File: config.mk
export PLATFORM = sky130hd
export DESIGN_NAME = system_config
export DESIGN_NICKNAME = d
export VERILOG_FILES = /design/src/sysconf_pkg.sv /design/src/system_config.sv /design/src/fixed_attr_store.sv
export SDC_FILE = /design/constraint.sdc
export NUM_CORES = 1
export LEC_CHECK = 0
export CAP_MARGIN = 20
export CORE_ASPECT_RATIO = 1.25
export CORE_MARGIN = 5
export CORE_UTILIZATION = 60
export CTS_CLUSTER_SIZE = 28
export DETAILED_ROUTE_END_ITERATION = 10
export DONT_BUFFER_PORTS = 1
export PLACE_DENSITY = 0.76
export SYNTH_ARGS = -nofsm -noshare
export SYNTH_HDL_FRONTEND = slang
export SYNTH_HIERARCHICAL = 1
export SYNTH_SLANG_ARGS = --single-unit
export TNS_END_PERCENT = 100
File: constraint.sdc
create_clock -name clk -period 8.05 [get_ports clk]
set_input_delay 1.2075 -clock clk [delete_from_list [all_inputs] [get_ports clk]]
set_output_delay 1.2075 -clock clk [all_outputs]
set_load 0.02 [all_outputs]
File: src/sysconf_pkg.sv
// Package: register layout and memory-type codes for the system configuration block
package sysconf_pkg;
  localparam int          CFG_WIDTH      = 32;
  localparam int          FIX_EXT_BIT    = 18;
  localparam int          FIX_ACC_BIT    = 19;
  localparam int          VAR_IO_BIT     = 20;
  localparam int          UPPER_TOM_BIT  = 21;
  localparam int          FORCE_WB_BIT   = 22;
  localparam logic [31:0] CFG_RESET      = 32'h0000_0000;
  localparam logic [31:0] CFG_WRITE_MASK = 32'h007c_0000;
  localparam int          ADDR_WIDTH     = 52;
  localparam logic [51:0] FOUR_GB        = 52'h0_0001_0000_0000;
  localparam logic [2:0]  MEMTYPE_WB     = 3'h6;
  localparam int          FIX_ATTR_W     = 2;
  localparam int          ATTR_RD_BIT    = 1;
  localparam int          ATTR_WR_BIT    = 0;
  typedef logic [2:0] memtype_t;
endpackage

File: src/system_config.sv
// System configuration register with memory-type feature gating
`timescale 1ns/1ns
`default_nettype none
// Notes on behaviour
// bit 18 enables fixed-range DRAM attributes
// bit 19 allows attribute read and write
// bit 19 clear: writes ignored, reads zero
// bit 20 enables lower limit, I/O ranges
// bit 21 enables upper memory limit
// bit 22 forces write-back above 4GB; the code also requires bit 21 and an address below the upper memory limit
// forcing needs default type enable flag
// range register or table overrides forcing
// defined bits are read and write
// software uses privileged register instructions
// reserved bits read zero, writes ignored
module system_config
  import sysconf_pkg::*;
#(
  parameter int FIX_ENTRIES = 88
) (
  input  wire logic                             clk,
  input  wire logic                             reset,
  input  wire logic                             cfg_wr,
  input  wire logic                             cfg_rd,
  input  wire logic [CFG_WIDTH-1:0]             cfg_wdata,
  output logic      [CFG_WIDTH-1:0]             cfg_rdata,
  input  wire logic                             attr_wr,
  input  wire logic                             attr_rd,
  input  wire logic [$clog2(FIX_ENTRIES)-1:0]   attr_idx,
  input  wire logic [FIX_ATTR_W-1:0]            attr_wdata,
  output logic      [FIX_ATTR_W-1:0]            attr_rdata,
  input  wire logic [$clog2(FIX_ENTRIES)-1:0]   lookup_fix_idx,
  input  wire logic                             lookup_fix_hit,
  input  wire logic [ADDR_WIDTH-1:0]            lookup_addr,
  input  wire logic [ADDR_WIDTH-1:0]            upper_top_of_memory_limit,
  input  wire logic                             default_type_enable_flag,
  input  wire logic [2:0]                       default_type,
  input  wire logic                             range_match,
  input  wire logic [2:0]                       range_type,
  output logic                                  read_to_dram_attribute,
  output logic                                  write_to_dram_attribute,
  output logic                                  lower_limit_active,
  output logic                                  io_ranges_active,
  output logic                                  upper_limit_active,
  output logic      [2:0]                       eff_memtype
);
  // ----------------------------------------------------------
  // Local type and helpers
  // ----------------------------------------------------------
  typedef logic [CFG_WIDTH-1:0] cfg_word_t;

  // One control bit of the configuration word
  function automatic logic cfg_bit(input cfg_word_t word,
                                   input int        pos);
    return word[pos];
  endfunction

  // An attribute pair, or zero while its gate is shut
  function automatic logic [FIX_ATTR_W-1:0] gate_attr(input logic                  open,
                                                      input logic [FIX_ATTR_W-1:0] pair);
    return open ? pair : '0;
  endfunction

  // Lower bound inclusive, upper bound exclusive
  function automatic logic in_window(input logic [ADDR_WIDTH-1:0] addr,
                                     input logic [ADDR_WIDTH-1:0] low,
                                     input logic [ADDR_WIDTH-1:0] high);
    return (addr >= low) && (addr < high);
  endfunction

  // ----------------------------------------------------------
  // Configuration register
  // ----------------------------------------------------------
  cfg_word_t cfg_ff;
  cfg_word_t wr_masked;
  cfg_word_t nxt_cfg;

  // reserved bits dropped
  assign wr_masked = cfg_wdata & CFG_WRITE_MASK;
  // defined bits writable
  assign nxt_cfg   = cfg_wr ? wr_masked : cfg_ff;

  // Feature enables decoded from the stored word
  wire fixed_range_ext_attr_enable        = cfg_bit(cfg_ff, FIX_EXT_BIT);
  wire fixed_range_ext_attr_access_enable = cfg_bit(cfg_ff, FIX_ACC_BIT);
  wire variable_io_range_enable           = cfg_bit(cfg_ff, VAR_IO_BIT);
  wire upper_top_of_memory_enable         = cfg_bit(cfg_ff, UPPER_TOM_BIT);
  wire above_4g_writeback_default         = cfg_bit(cfg_ff, FORCE_WB_BIT);

  // A read in the same cycle as a write returns the old word
  // reserved bits read zero
  wire [CFG_WIDTH-1:0] nxt_cfg_rdata = cfg_rd ? cfg_ff : '0;

  // ----------------------------------------------------------
  // Fixed-range attribute storage
  // ----------------------------------------------------------
  // The array keeps its contents while access is locked; only visibility changes
  wire [FIX_ATTR_W-1:0] attr_rd_val;
  wire [FIX_ATTR_W-1:0] attr_use_val;

  fixed_attr_store #(
    .ENTRIES (FIX_ENTRIES)
  ) u_store (
    .clk       (clk),
    .reset     (reset),
    .access_en (fixed_range_ext_attr_access_enable),
    .wr_en     (attr_wr),
    .wr_idx    (attr_idx),
    .wr_attr   (attr_wdata),
    .rd_idx    (attr_idx),
    .rd_attr   (attr_rd_val),
    .use_idx   (lookup_fix_idx),
    .use_attr  (attr_use_val)
  );

  // hidden attributes read zero
  wire [FIX_ATTR_W-1:0] nxt_attr_rdata = gate_attr(attr_rd, attr_rd_val);

  // attributes honoured only when enabled
  wire                  use_attrs   = fixed_range_ext_attr_enable & lookup_fix_hit;
  wire [FIX_ATTR_W-1:0] live_attr   = gate_attr(use_attrs, attr_use_val);
  wire                  nxt_rd_dram = live_attr[ATTR_RD_BIT];
  wire                  nxt_wr_dram = live_attr[ATTR_WR_BIT];

  // ----------------------------------------------------------
  // Limit and range enables
  // ----------------------------------------------------------
  // Both lower gates follow the same control bit
  // lower limit and ranges
  wire nxt_lower_limit = variable_io_range_enable;
  wire nxt_io_ranges   = variable_io_range_enable;
  // upper limit gate
  wire nxt_upper_limit = upper_top_of_memory_enable;

  // ----------------------------------------------------------
  // Memory type selection
  // ----------------------------------------------------------
  // Forcing also needs the upper limit enabled, since the window ends there
  // above 4GB window
  wire in_upper_window = in_window(lookup_addr, FOUR_GB, upper_top_of_memory_limit)
                         & upper_top_of_memory_enable;
  // needs default enable
  wire force_wb        = above_4g_writeback_default & default_type_enable_flag & in_upper_window;

  // Priority, highest first: range match, forced write-back, default type
  memtype_t default_sel;
  memtype_t nxt_memtype;

  assign default_sel = force_wb ? MEMTYPE_WB : default_type;
  // range match overrides
  assign nxt_memtype = range_match ? range_type : default_sel;

  // ----------------------------------------------------------
  // Stored configuration
  // ----------------------------------------------------------
  // Only the defined control bits can ever be set
  always_ff @(posedge clk or posedge reset) begin
    if (reset) begin
      cfg_ff <= CFG_RESET;
    end else begin
      cfg_ff <= nxt_cfg;
    end
  end

  // ----------------------------------------------------------
  // Read returns
  // ----------------------------------------------------------
  // Each return stands for one cycle, then falls back to zero
  always_ff @(posedge clk or posedge reset) begin
    if (reset) begin
      cfg_rdata  <= '0;
      attr_rdata <= '0;
    end else begin
      cfg_rdata  <= nxt_cfg_rdata;
      attr_rdata <= nxt_attr_rdata;
    end
  end

  // ----------------------------------------------------------
  // Attribute outputs
  // ----------------------------------------------------------
  // Shown one cycle after the fixed-range hit that selects them
  always_ff @(posedge clk or posedge reset) begin
    if (reset) begin
      read_to_dram_attribute  <= 1'b0;
      write_to_dram_attribute <= 1'b0;
    end else begin
      read_to_dram_attribute  <= nxt_rd_dram;
      write_to_dram_attribute <= nxt_wr_dram;
    end
  end

  // ----------------------------------------------------------
  // Limit gates
  // ----------------------------------------------------------
  always_ff @(posedge clk or posedge reset) begin
    if (reset) begin
      lower_limit_active <= 1'b0;
      io_ranges_active   <= 1'b0;
      upper_limit_active <= 1'b0;
    end else begin
      lower_limit_active <= nxt_lower_limit;
      io_ranges_active   <= nxt_io_ranges;
      upper_limit_active <= nxt_upper_limit;
    end
  end

  // ----------------------------------------------------------
  // Effective memory type
  // ----------------------------------------------------------
  always_ff @(posedge clk or posedge reset) begin
    if (reset) begin
      eff_memtype <= '0;
    end else begin
      eff_memtype <= nxt_memtype;
    end
  end
endmodule
`default_nettype wire

File: src/fixed_attr_store.sv
// Extended read/write-to-DRAM attribute storage for the fixed-range type registers
`timescale 1ns/1ns
`default_nettype none
module fixed_attr_store
  import sysconf_pkg::*;
#(
  parameter int ENTRIES = 88
) (
  input  wire logic                          clk,
  input  wire logic                          reset,
  input  wire logic                          access_en,
  input  wire logic                          wr_en,
  input  wire logic [$clog2(ENTRIES)-1:0]    wr_idx,
  input  wire logic [FIX_ATTR_W-1:0]         wr_attr,
  input  wire logic [$clog2(ENTRIES)-1:0]    rd_idx,
  output logic      [FIX_ATTR_W-1:0]         rd_attr,
  input  wire logic [$clog2(ENTRIES)-1:0]    use_idx,
  output logic      [FIX_ATTR_W-1:0]         use_attr
);
  logic [FIX_ATTR_W-1:0] attr_ff [ENTRIES];
  wire                   do_write;

  // gated write
  assign do_write = wr_en & access_en;
  // masked read
  assign rd_attr  = access_en ? attr_ff[rd_idx] : '0;
  assign use_attr = attr_ff[use_idx];

  always_ff @(posedge clk or posedge reset) begin
    if (reset) begin
      for (int i = 0; i < ENTRIES; i++) begin
        attr_ff[i] <= '0;
      end
    end else if (do_write) begin
      // software update
      attr_ff[wr_idx] <= wr_attr;
    end
  end
endmodule
`default_nettype wire

==> summary.md, run 1 <==
| Metric | Value |
|---|---|
| Largest net degree at the start of global routing | 94 |
| Die Wd | 138 um |
| Post-synthesis register bit count | 195 |
| # hold bufs at CTS | 0 |
| Adder-Cell Fraction of Synth Area | 5.21% |
| Status | completed |
| Final Instance Area | 0.0128 mm2 |
| LEAKAGE | 5.87 nW |
| Routability cong. | 0.864 |
| Min Tclk post-route | 2.81 ns |
| Synth Area in Simple Gates | 9.31% |
| Syn Inst Count | 996 |
| CTS tree | done |
| Most frequent cells in the layout | 195 x dfrtp_1, 187 x mux2_2, 97 x mux4_2 |
| Worst Tran Pin Value | 1.22 ns |
| Number of max-cap violations | 0 |
| HPWL Detailed | 22200 um |
| Yosys top cell by area | dfrtp_1 |
| Compound-gate portion of the synthesized area | 3.52% |
| Setup bufs post-CTS | 0 |
| CTS resizes | 0 |
| Synth top area share | 39.9% |
| WP data required | 8.38 ns |
| Layout cells sized above 1 | 34.2% |
| Final hold violations | 0 |
| Commonest non-fill, non-tap cell in the layout | dfrtp_1 |
| Worst path max stage delay | 0.77 ns |
| Buffers on Ports | 0 |
| EDFF count, synth | 0 |
| Post-Synth XOR/XNOR Area | 0% |
| Slowest CP cell | nor2_1 |
| Fmax | 356 MHz |
| Core area | 0.0201 mm2 |
| Seq/Total Area, Yosys | 39.9% |
| TritonCTS Sinks | 195 |
| Worst hold path type | reg2reg |
| Total power | 2.16 mW |
| Rows | 58 |
| First-pass GRT wire length | 48000 um |
| Final Setup Violations | 0 |
| Via density | 6.64 |
| Final ANT Viol Nets | 0 |
| Synth top area cells | dfrtp_1 40%, mux4_2 18%, mux2_2 17% |
| Data arrival time of the worst path | 3.14 ns |
| Final slew viol count | 0 |
| Syn Area/Cell | 12.3 um2 |
| Critical path's top delay family | simple AND/OR/NAND/NOR gates |
| DIE HEIGHT | 170 um |
| CP Cell Sequence | or3b_2, nor2_1, nand2_1, mux2_2 |
| Root buffer cell | clkbuf_16 |
| Vias in the first global route | 8448 |
| Buf+Inv Stages, Crit Path | 0 |
| H-tree level count | 4 |
| GRT overflow | 0 |
| DRT iter0 DRCs | 705 |
| Clock Path Buffers | 2 |
| Worst-path clk slew | 0.07 ns |
| # nets final | 1176 |
| Synth Warn # | 6 |
| Drc violations | 0 |
| Starting Density | 60.9% |
| Drt total wl | 32000 um |
| Cell Area, Synth | 0.0122 mm2 |
| RSZ-0062 raised after global routing | no |
| Wirelength per Cell | 25.8 um |
| CP endpoint kind | flip-flop |
| Top_reg_cell synth | dfrtp_1 |
| Relative slew margins | 18.1% |
| Final Skew | 0.0116 ns |
| P&R area growth vs syn | 4.67% |
| Area after DPL | 0.0122 mm2 |
| CP max FO | 52 |
| Worst skew pair latency | 0.45 ns |
| Global Route Usage Sum | 27.7% |
| Post-synthesis mux area share | 36.4% |
| Cell Pwr Density | 169 mW/mm2 |
| Worst setup SP type | input pin |
| Largest family of logic cells by synthesized area | multiplexers |
| # IOs | 209 |
| Vias | 8225 |
| FFs w/ async S/R, synth | 100% |
| N_diodes | 0 |
| Setup TNS | 0 ns |
| Peak supply drop | 0.151 mV |
| Crit share post-route | 34.9% |
| Initial antenna violation count | 0 |
| TritonCTS Buffers | 17 |
| Drt pass-1 iters | 5 |
| Die area | 0.0234 mm2 |
| Synth cell types | 53 |
| Critical path type | in2reg |
## sequential cells by signal, summed over array words and instances (netlist names)
signal	flops
read_to_dram_attribute	1
eff_memtype	3
io_ranges_active	1
cfg_ff	5
upper_limit_active	1
write_to_dram_attribute	1
attr_rdata	2
cfg_rdata	5
u_store/attr_ff	176
## worst reg2reg max path, delay by kind of cell, from the launching register on
kind,cells,cell delay [ns]
muxes,1,0.36
DFF,1,0.50
and+or+nand+nor,3,1.60
## metal layers
| metal | part of all wire (%) | global-route usage (%) | vias to the layer above |
|---|---|---|---|
| li1 | - | - | 3530 |
| met2 | 51 | 47.5 | 438 |
| met3 | 9.0 | 6.64 | 77 |
| met4 | 4.0 | 11.9 | 0 |
| met5 | 0 | 0 | - |
| met1 | 36 | 33.2 | 4180 |
## power by group
group | total [mW] | internal (mW) | switching [mW] | leakage (nW)
registers | 1.08 | 1.03 | 0.0465 | 2.66
logic | 0.252 | 0.137 | 0.115 | 2.93
clock network | 0.834 | 0.452 | 0.382 | 0.274
## worst paths after layout
path	startpoint	endpoint	slack (ns)	depth (start not counted)
worst min register to register	cfg_ff[20]	io_ranges_active	0.39	0
worst max register to register	cfg_ff[19]	u_store/attr_ff[29]	5.47	4
worst max-delay path	attr_idx[1]	u_store/attr_ff[39]	5.24	4
max in group asynchronous	reset	u_store/attr_ff[119]	6.10	3
worst min-delay path	cfg_ff[20]	io_ranges_active	0.39	0
min in group asynchronous	reset	attr_rdata[1]	0.75	1
## cell usage after synthesis, types with 11 or more instances
master,n
nor2b_1,11
buf_2,13
mux2_2,187
nor3_1,14
nor2_1,71
a21oi_1,23
nor4_1,11
inv_1,56
mux2i_1,17
nand2_1,70
dfrtp_1,195
nand3_1,14
nand4_1,12
clkbuf_1,37
mux4_2,97
buf_4,31
ha_1,51
## cells by family after synthesis
| kind of cell | count (synthesis) |
|---|---|
| flip-flops | 195 |
| AO/OA/AOI/OAI | 65 |
| buffers and inverters | 142 |
| adder cells (fa/ha/maj) | 51 |
| other | 1 |
| AND/OR/NAND/NOR | 241 |
| multiplexers | 301 |
## stage by stage
step	setup slack [ns]	cells	hold WS [ns]	util, %
2_1_floorplan	2.07	1022	0.363	-
3_3_place_gp	4.90	1207	0.372	60.7
3_5_place_dp	4.91	1207	0.373	60.7
4_1_cts	5.37	1237	0.389	63.6
5_1_grt	5.30	1239	0.401	63.7
6_report	5.24	1239	0.391	63.7
## final cells by class
cell class	instances	area [um2]
Clock buffer	21	470
Clock inverter	9	96.3
Fill cell	1580	7290
Inverter	56	215
Multi-Input combinational cell	685	6770
Sequential cell	195	4880
Tap cell	270	338
Timing Repair Buffer	3	42.5
(Power assumes the default switching activity.)
==> run 2, diff against run 1 <==
==> constraint.sdc (replaced) <==
create_clock -name clk -period 2.7 [get_ports clk]
set_input_delay 0.405 -clock clk [delete_from_list [all_inputs] [get_ports clk]]
set_output_delay 0.405 -clock clk [all_outputs]
set_load 0.02 [all_outputs]
==> run 2 against run 1 <==
Compared with the run above: clock power grew to 3.1 times the previous value; power grew to 3.0 times the previous value; combinational power grew to 3.0 times the previous value; global-route usage shrank 0.45 points; final cell count grew 1.0%; core utilization grew 0.53 points; worst hold slack lost 0.30 ns; routed wire length shrank 1.3%; count of clock-buffer cells in the layout is the same; sequential cell count is the same; critical path depth grew 2; highest routed layer unchanged.
==> summary.md, run 2 (same netlist as run 1, synthesis figures left out) <==
| Metric | Value |
|---|---|
| DRT iter0 DRCs | 805 (+14%) |
| Rows | 58 (unchanged) |
| Combinational share of power | 11.7% (about the same) |
| Switching Fraction | 24.8% (-0.28 points) |
| Die Wd | 138 um (unchanged) |
| Placed insts | 1216 (+0.75%) |
| Final ANT Viol Nets | 0 (unchanged) |
| Vias in the first global route | 8588 (+1.7%) |
| Final hold violations | 0 (unchanged) |
| Die area | 0.0234 mm2 (unchanged) |
| Layout cells sized above 1 | 34.6% (+0.47 points) |
| Fmax | 462 MHz |
| Status | completed |
| Net Sw Power | 1.62 mW (+200%) |
| Routability cong. | 0.907 (+5.0%) |
| TritonCTS Buffers | 17 (unchanged) |
| CP max FO | 3 (-94%) |
| Crit share post-route | 80.2% |
| Min Tclk post-route | 2.17 ns |
| # IOs | 209 (unchanged) |
| Top flop regs | u_store/attr_ff (176), cfg_ff (5), cfg_rdata (5) |
| Cell Pwr Density | 505 mW/mm2 (+200%) |
| CP endpoint kind | flip-flop |
| First-pass GRT wire length | 47700 um (-0.53%) |
| Drt total wl | 31600 um (-1.3%) |
| CTS resizes | 0 (unchanged) |
| Worst setup SP type | flip-flop |
| Starting Density | 60.9% (unchanged) |
| Core area | 0.0201 mm2 (unchanged) |
| Most frequent cells in the layout | 195 x dfrtp_1, 187 x mux2_2, 97 x mux4_2 |
| Largest net degree at the start of global routing | 89 (-5.3%) |
| P_int | 4.91 mW (+200%) |
| Vias | 8255 (+0.36%) |
| Final slew viol count | 0 (unchanged) |
| Setup TNS | 0 ns (unchanged) |
| DIE HEIGHT | 170 um (unchanged) |
| Initial antenna violation count | 3 (+3) |
| Max reg flops | 176 (unchanged) |
| Commonest non-fill, non-tap cell in the layout | dfrtp_1 |
| Wirelength per Cell | 25.2 um (-2.3%) |
| HPWL Detailed | 22700 um (+2.2%) |
| Worst hold path type | in2reg |
| GRT overflow | 0 (unchanged) |
| Final worst slack | 0.534 ns (-4.70 ns) |
| TritonCTS Sinks | 195 (unchanged) |
| Clock Path Buffers | 2 (unchanged) |
| Flop pwr share | 49.1% (-0.7 points) |
| H-tree level count | 4 (unchanged) |
| # hold bufs at CTS | 1 (+1) |
| Setup bufs post-CTS | 0 (unchanged) |
| Buffers on Ports | 0 (unchanged) |
| Setup WS pre-CTS | 0.517 ns (-4.39 ns) |
| Clock power share | 39.2% (+0.6 points) |
| Worst Tran Pin Value | 0.803 ns (-0.420 ns) |
| Peak supply drop | 0.446 mV (+200%) |
| Via density | 6.59 (-0.68%) |
| Worst hold margin | 0.0884 ns (-0.302 ns) |
| Largest reg by FF count | u_store/attr_ff |
| Final Skew | 0.00811 ns (-0.00351 ns) |
| Relative slew margins | 46.0% (+28 points) |
| Final Non-Filler Cells | 1252 (+1.0%) |
| Number of max-cap violations | 0 (unchanged) |
| Global Route Usage Sum | 27.2% (-0.45 points) |
| WP data required | 3.03 ns (-5.35 ns) |
| RSZ-0062 raised after global routing | no |
| CTS tree | done |
| Critical path type | reg2reg |
| Root buffer cell | clkbuf_16 |
| Worst-path clk slew | 0.07 ns (about the same) |
| Worst skew pair latency | 0.44 ns (about the same) |
| P&R area growth vs syn | 5.54% |
| Data arrival time of the worst path | 2.50 ns (-0.64 ns) |
| LEAKAGE | 5.92 nW (+0.76%) |
| Final Setup Violations | 0 (unchanged) |
| # nets final | 1184 (+0.68%) |
| Drt pass-1 iters | 7 (+2) |
| Drc violations | 0 (unchanged) |
[run 2: worst paths after layout]
path | slack, ns | cells past startpoint | startpoint | endpoint
max | 0.53 | 6 | u_store/attr_ff[169] | read_to_dram_attribute
min | 0.09 | 1 | attr_rd | attr_rdata[0]
max reg2reg | 0.53 | 6 | u_store/attr_ff[169] | read_to_dram_attribute
min reg2reg | 0.39 | 0 | cfg_ff[20] | io_ranges_active
max in group asynchronous | 1.51 | 3 | reset | u_store/attr_ff[50]
min in group asynchronous | 0.45 | 2 | reset | u_store/attr_ff[23]
[run 2: metal layers]
layer / track usage, % / routed length (um) / up-vias
met5: 0 / 0 / -
met2: 47.2 / 16500 / 421
met4: 10.2 / 893 / 0
met3: 7.18 / 2920 / 65
met1: 32.4 / 11200 / 4221
li1: - / - / 3548
[run 2: cell type report]
class	instances	area, um2
tap	270	338
sequential	195	4880
clock inverter	11	126
fill	1509	7180
multi-input combinational	685	6770
timing repair buffer	11	123
clock buffer	21	460
inverter	56	214
antenna	3	7.51
[run 2: worst max-delay path, stage by stage, from the launching register on]
cell and delay (ns):
dfrtp_1 0.39, mux4_2 0.49, mux4_2 0.48, o22ai_1 0.25, or4_1 0.15, nand3_1 0.10
and3_1 0.20
[run 2: per-stage QoR]
step | total power, mW | instance area (um2) | util (%)
floorplan | 3.97 | 12300 | -
global placement | 3.99 | 12300 | 61.3
detailed placement | 4.02 | 12300 | 61.3
CTS | 6.56 | 12900 | 64.2
global route | 6.79 | 12900 | 64.3
finish | 6.53 | 12900 | 64.3
[run 2: power groups by stage]
stage	logic, mW	registers, mW	clock network, mW
CTS	0.765	3.20	2.59
floorplan	0.759	3.21	0
global route	0.839	3.22	2.73
global placement	0.739	3.25	0
finish	0.763	3.21	2.56
detailed placement	0.761	3.26	0
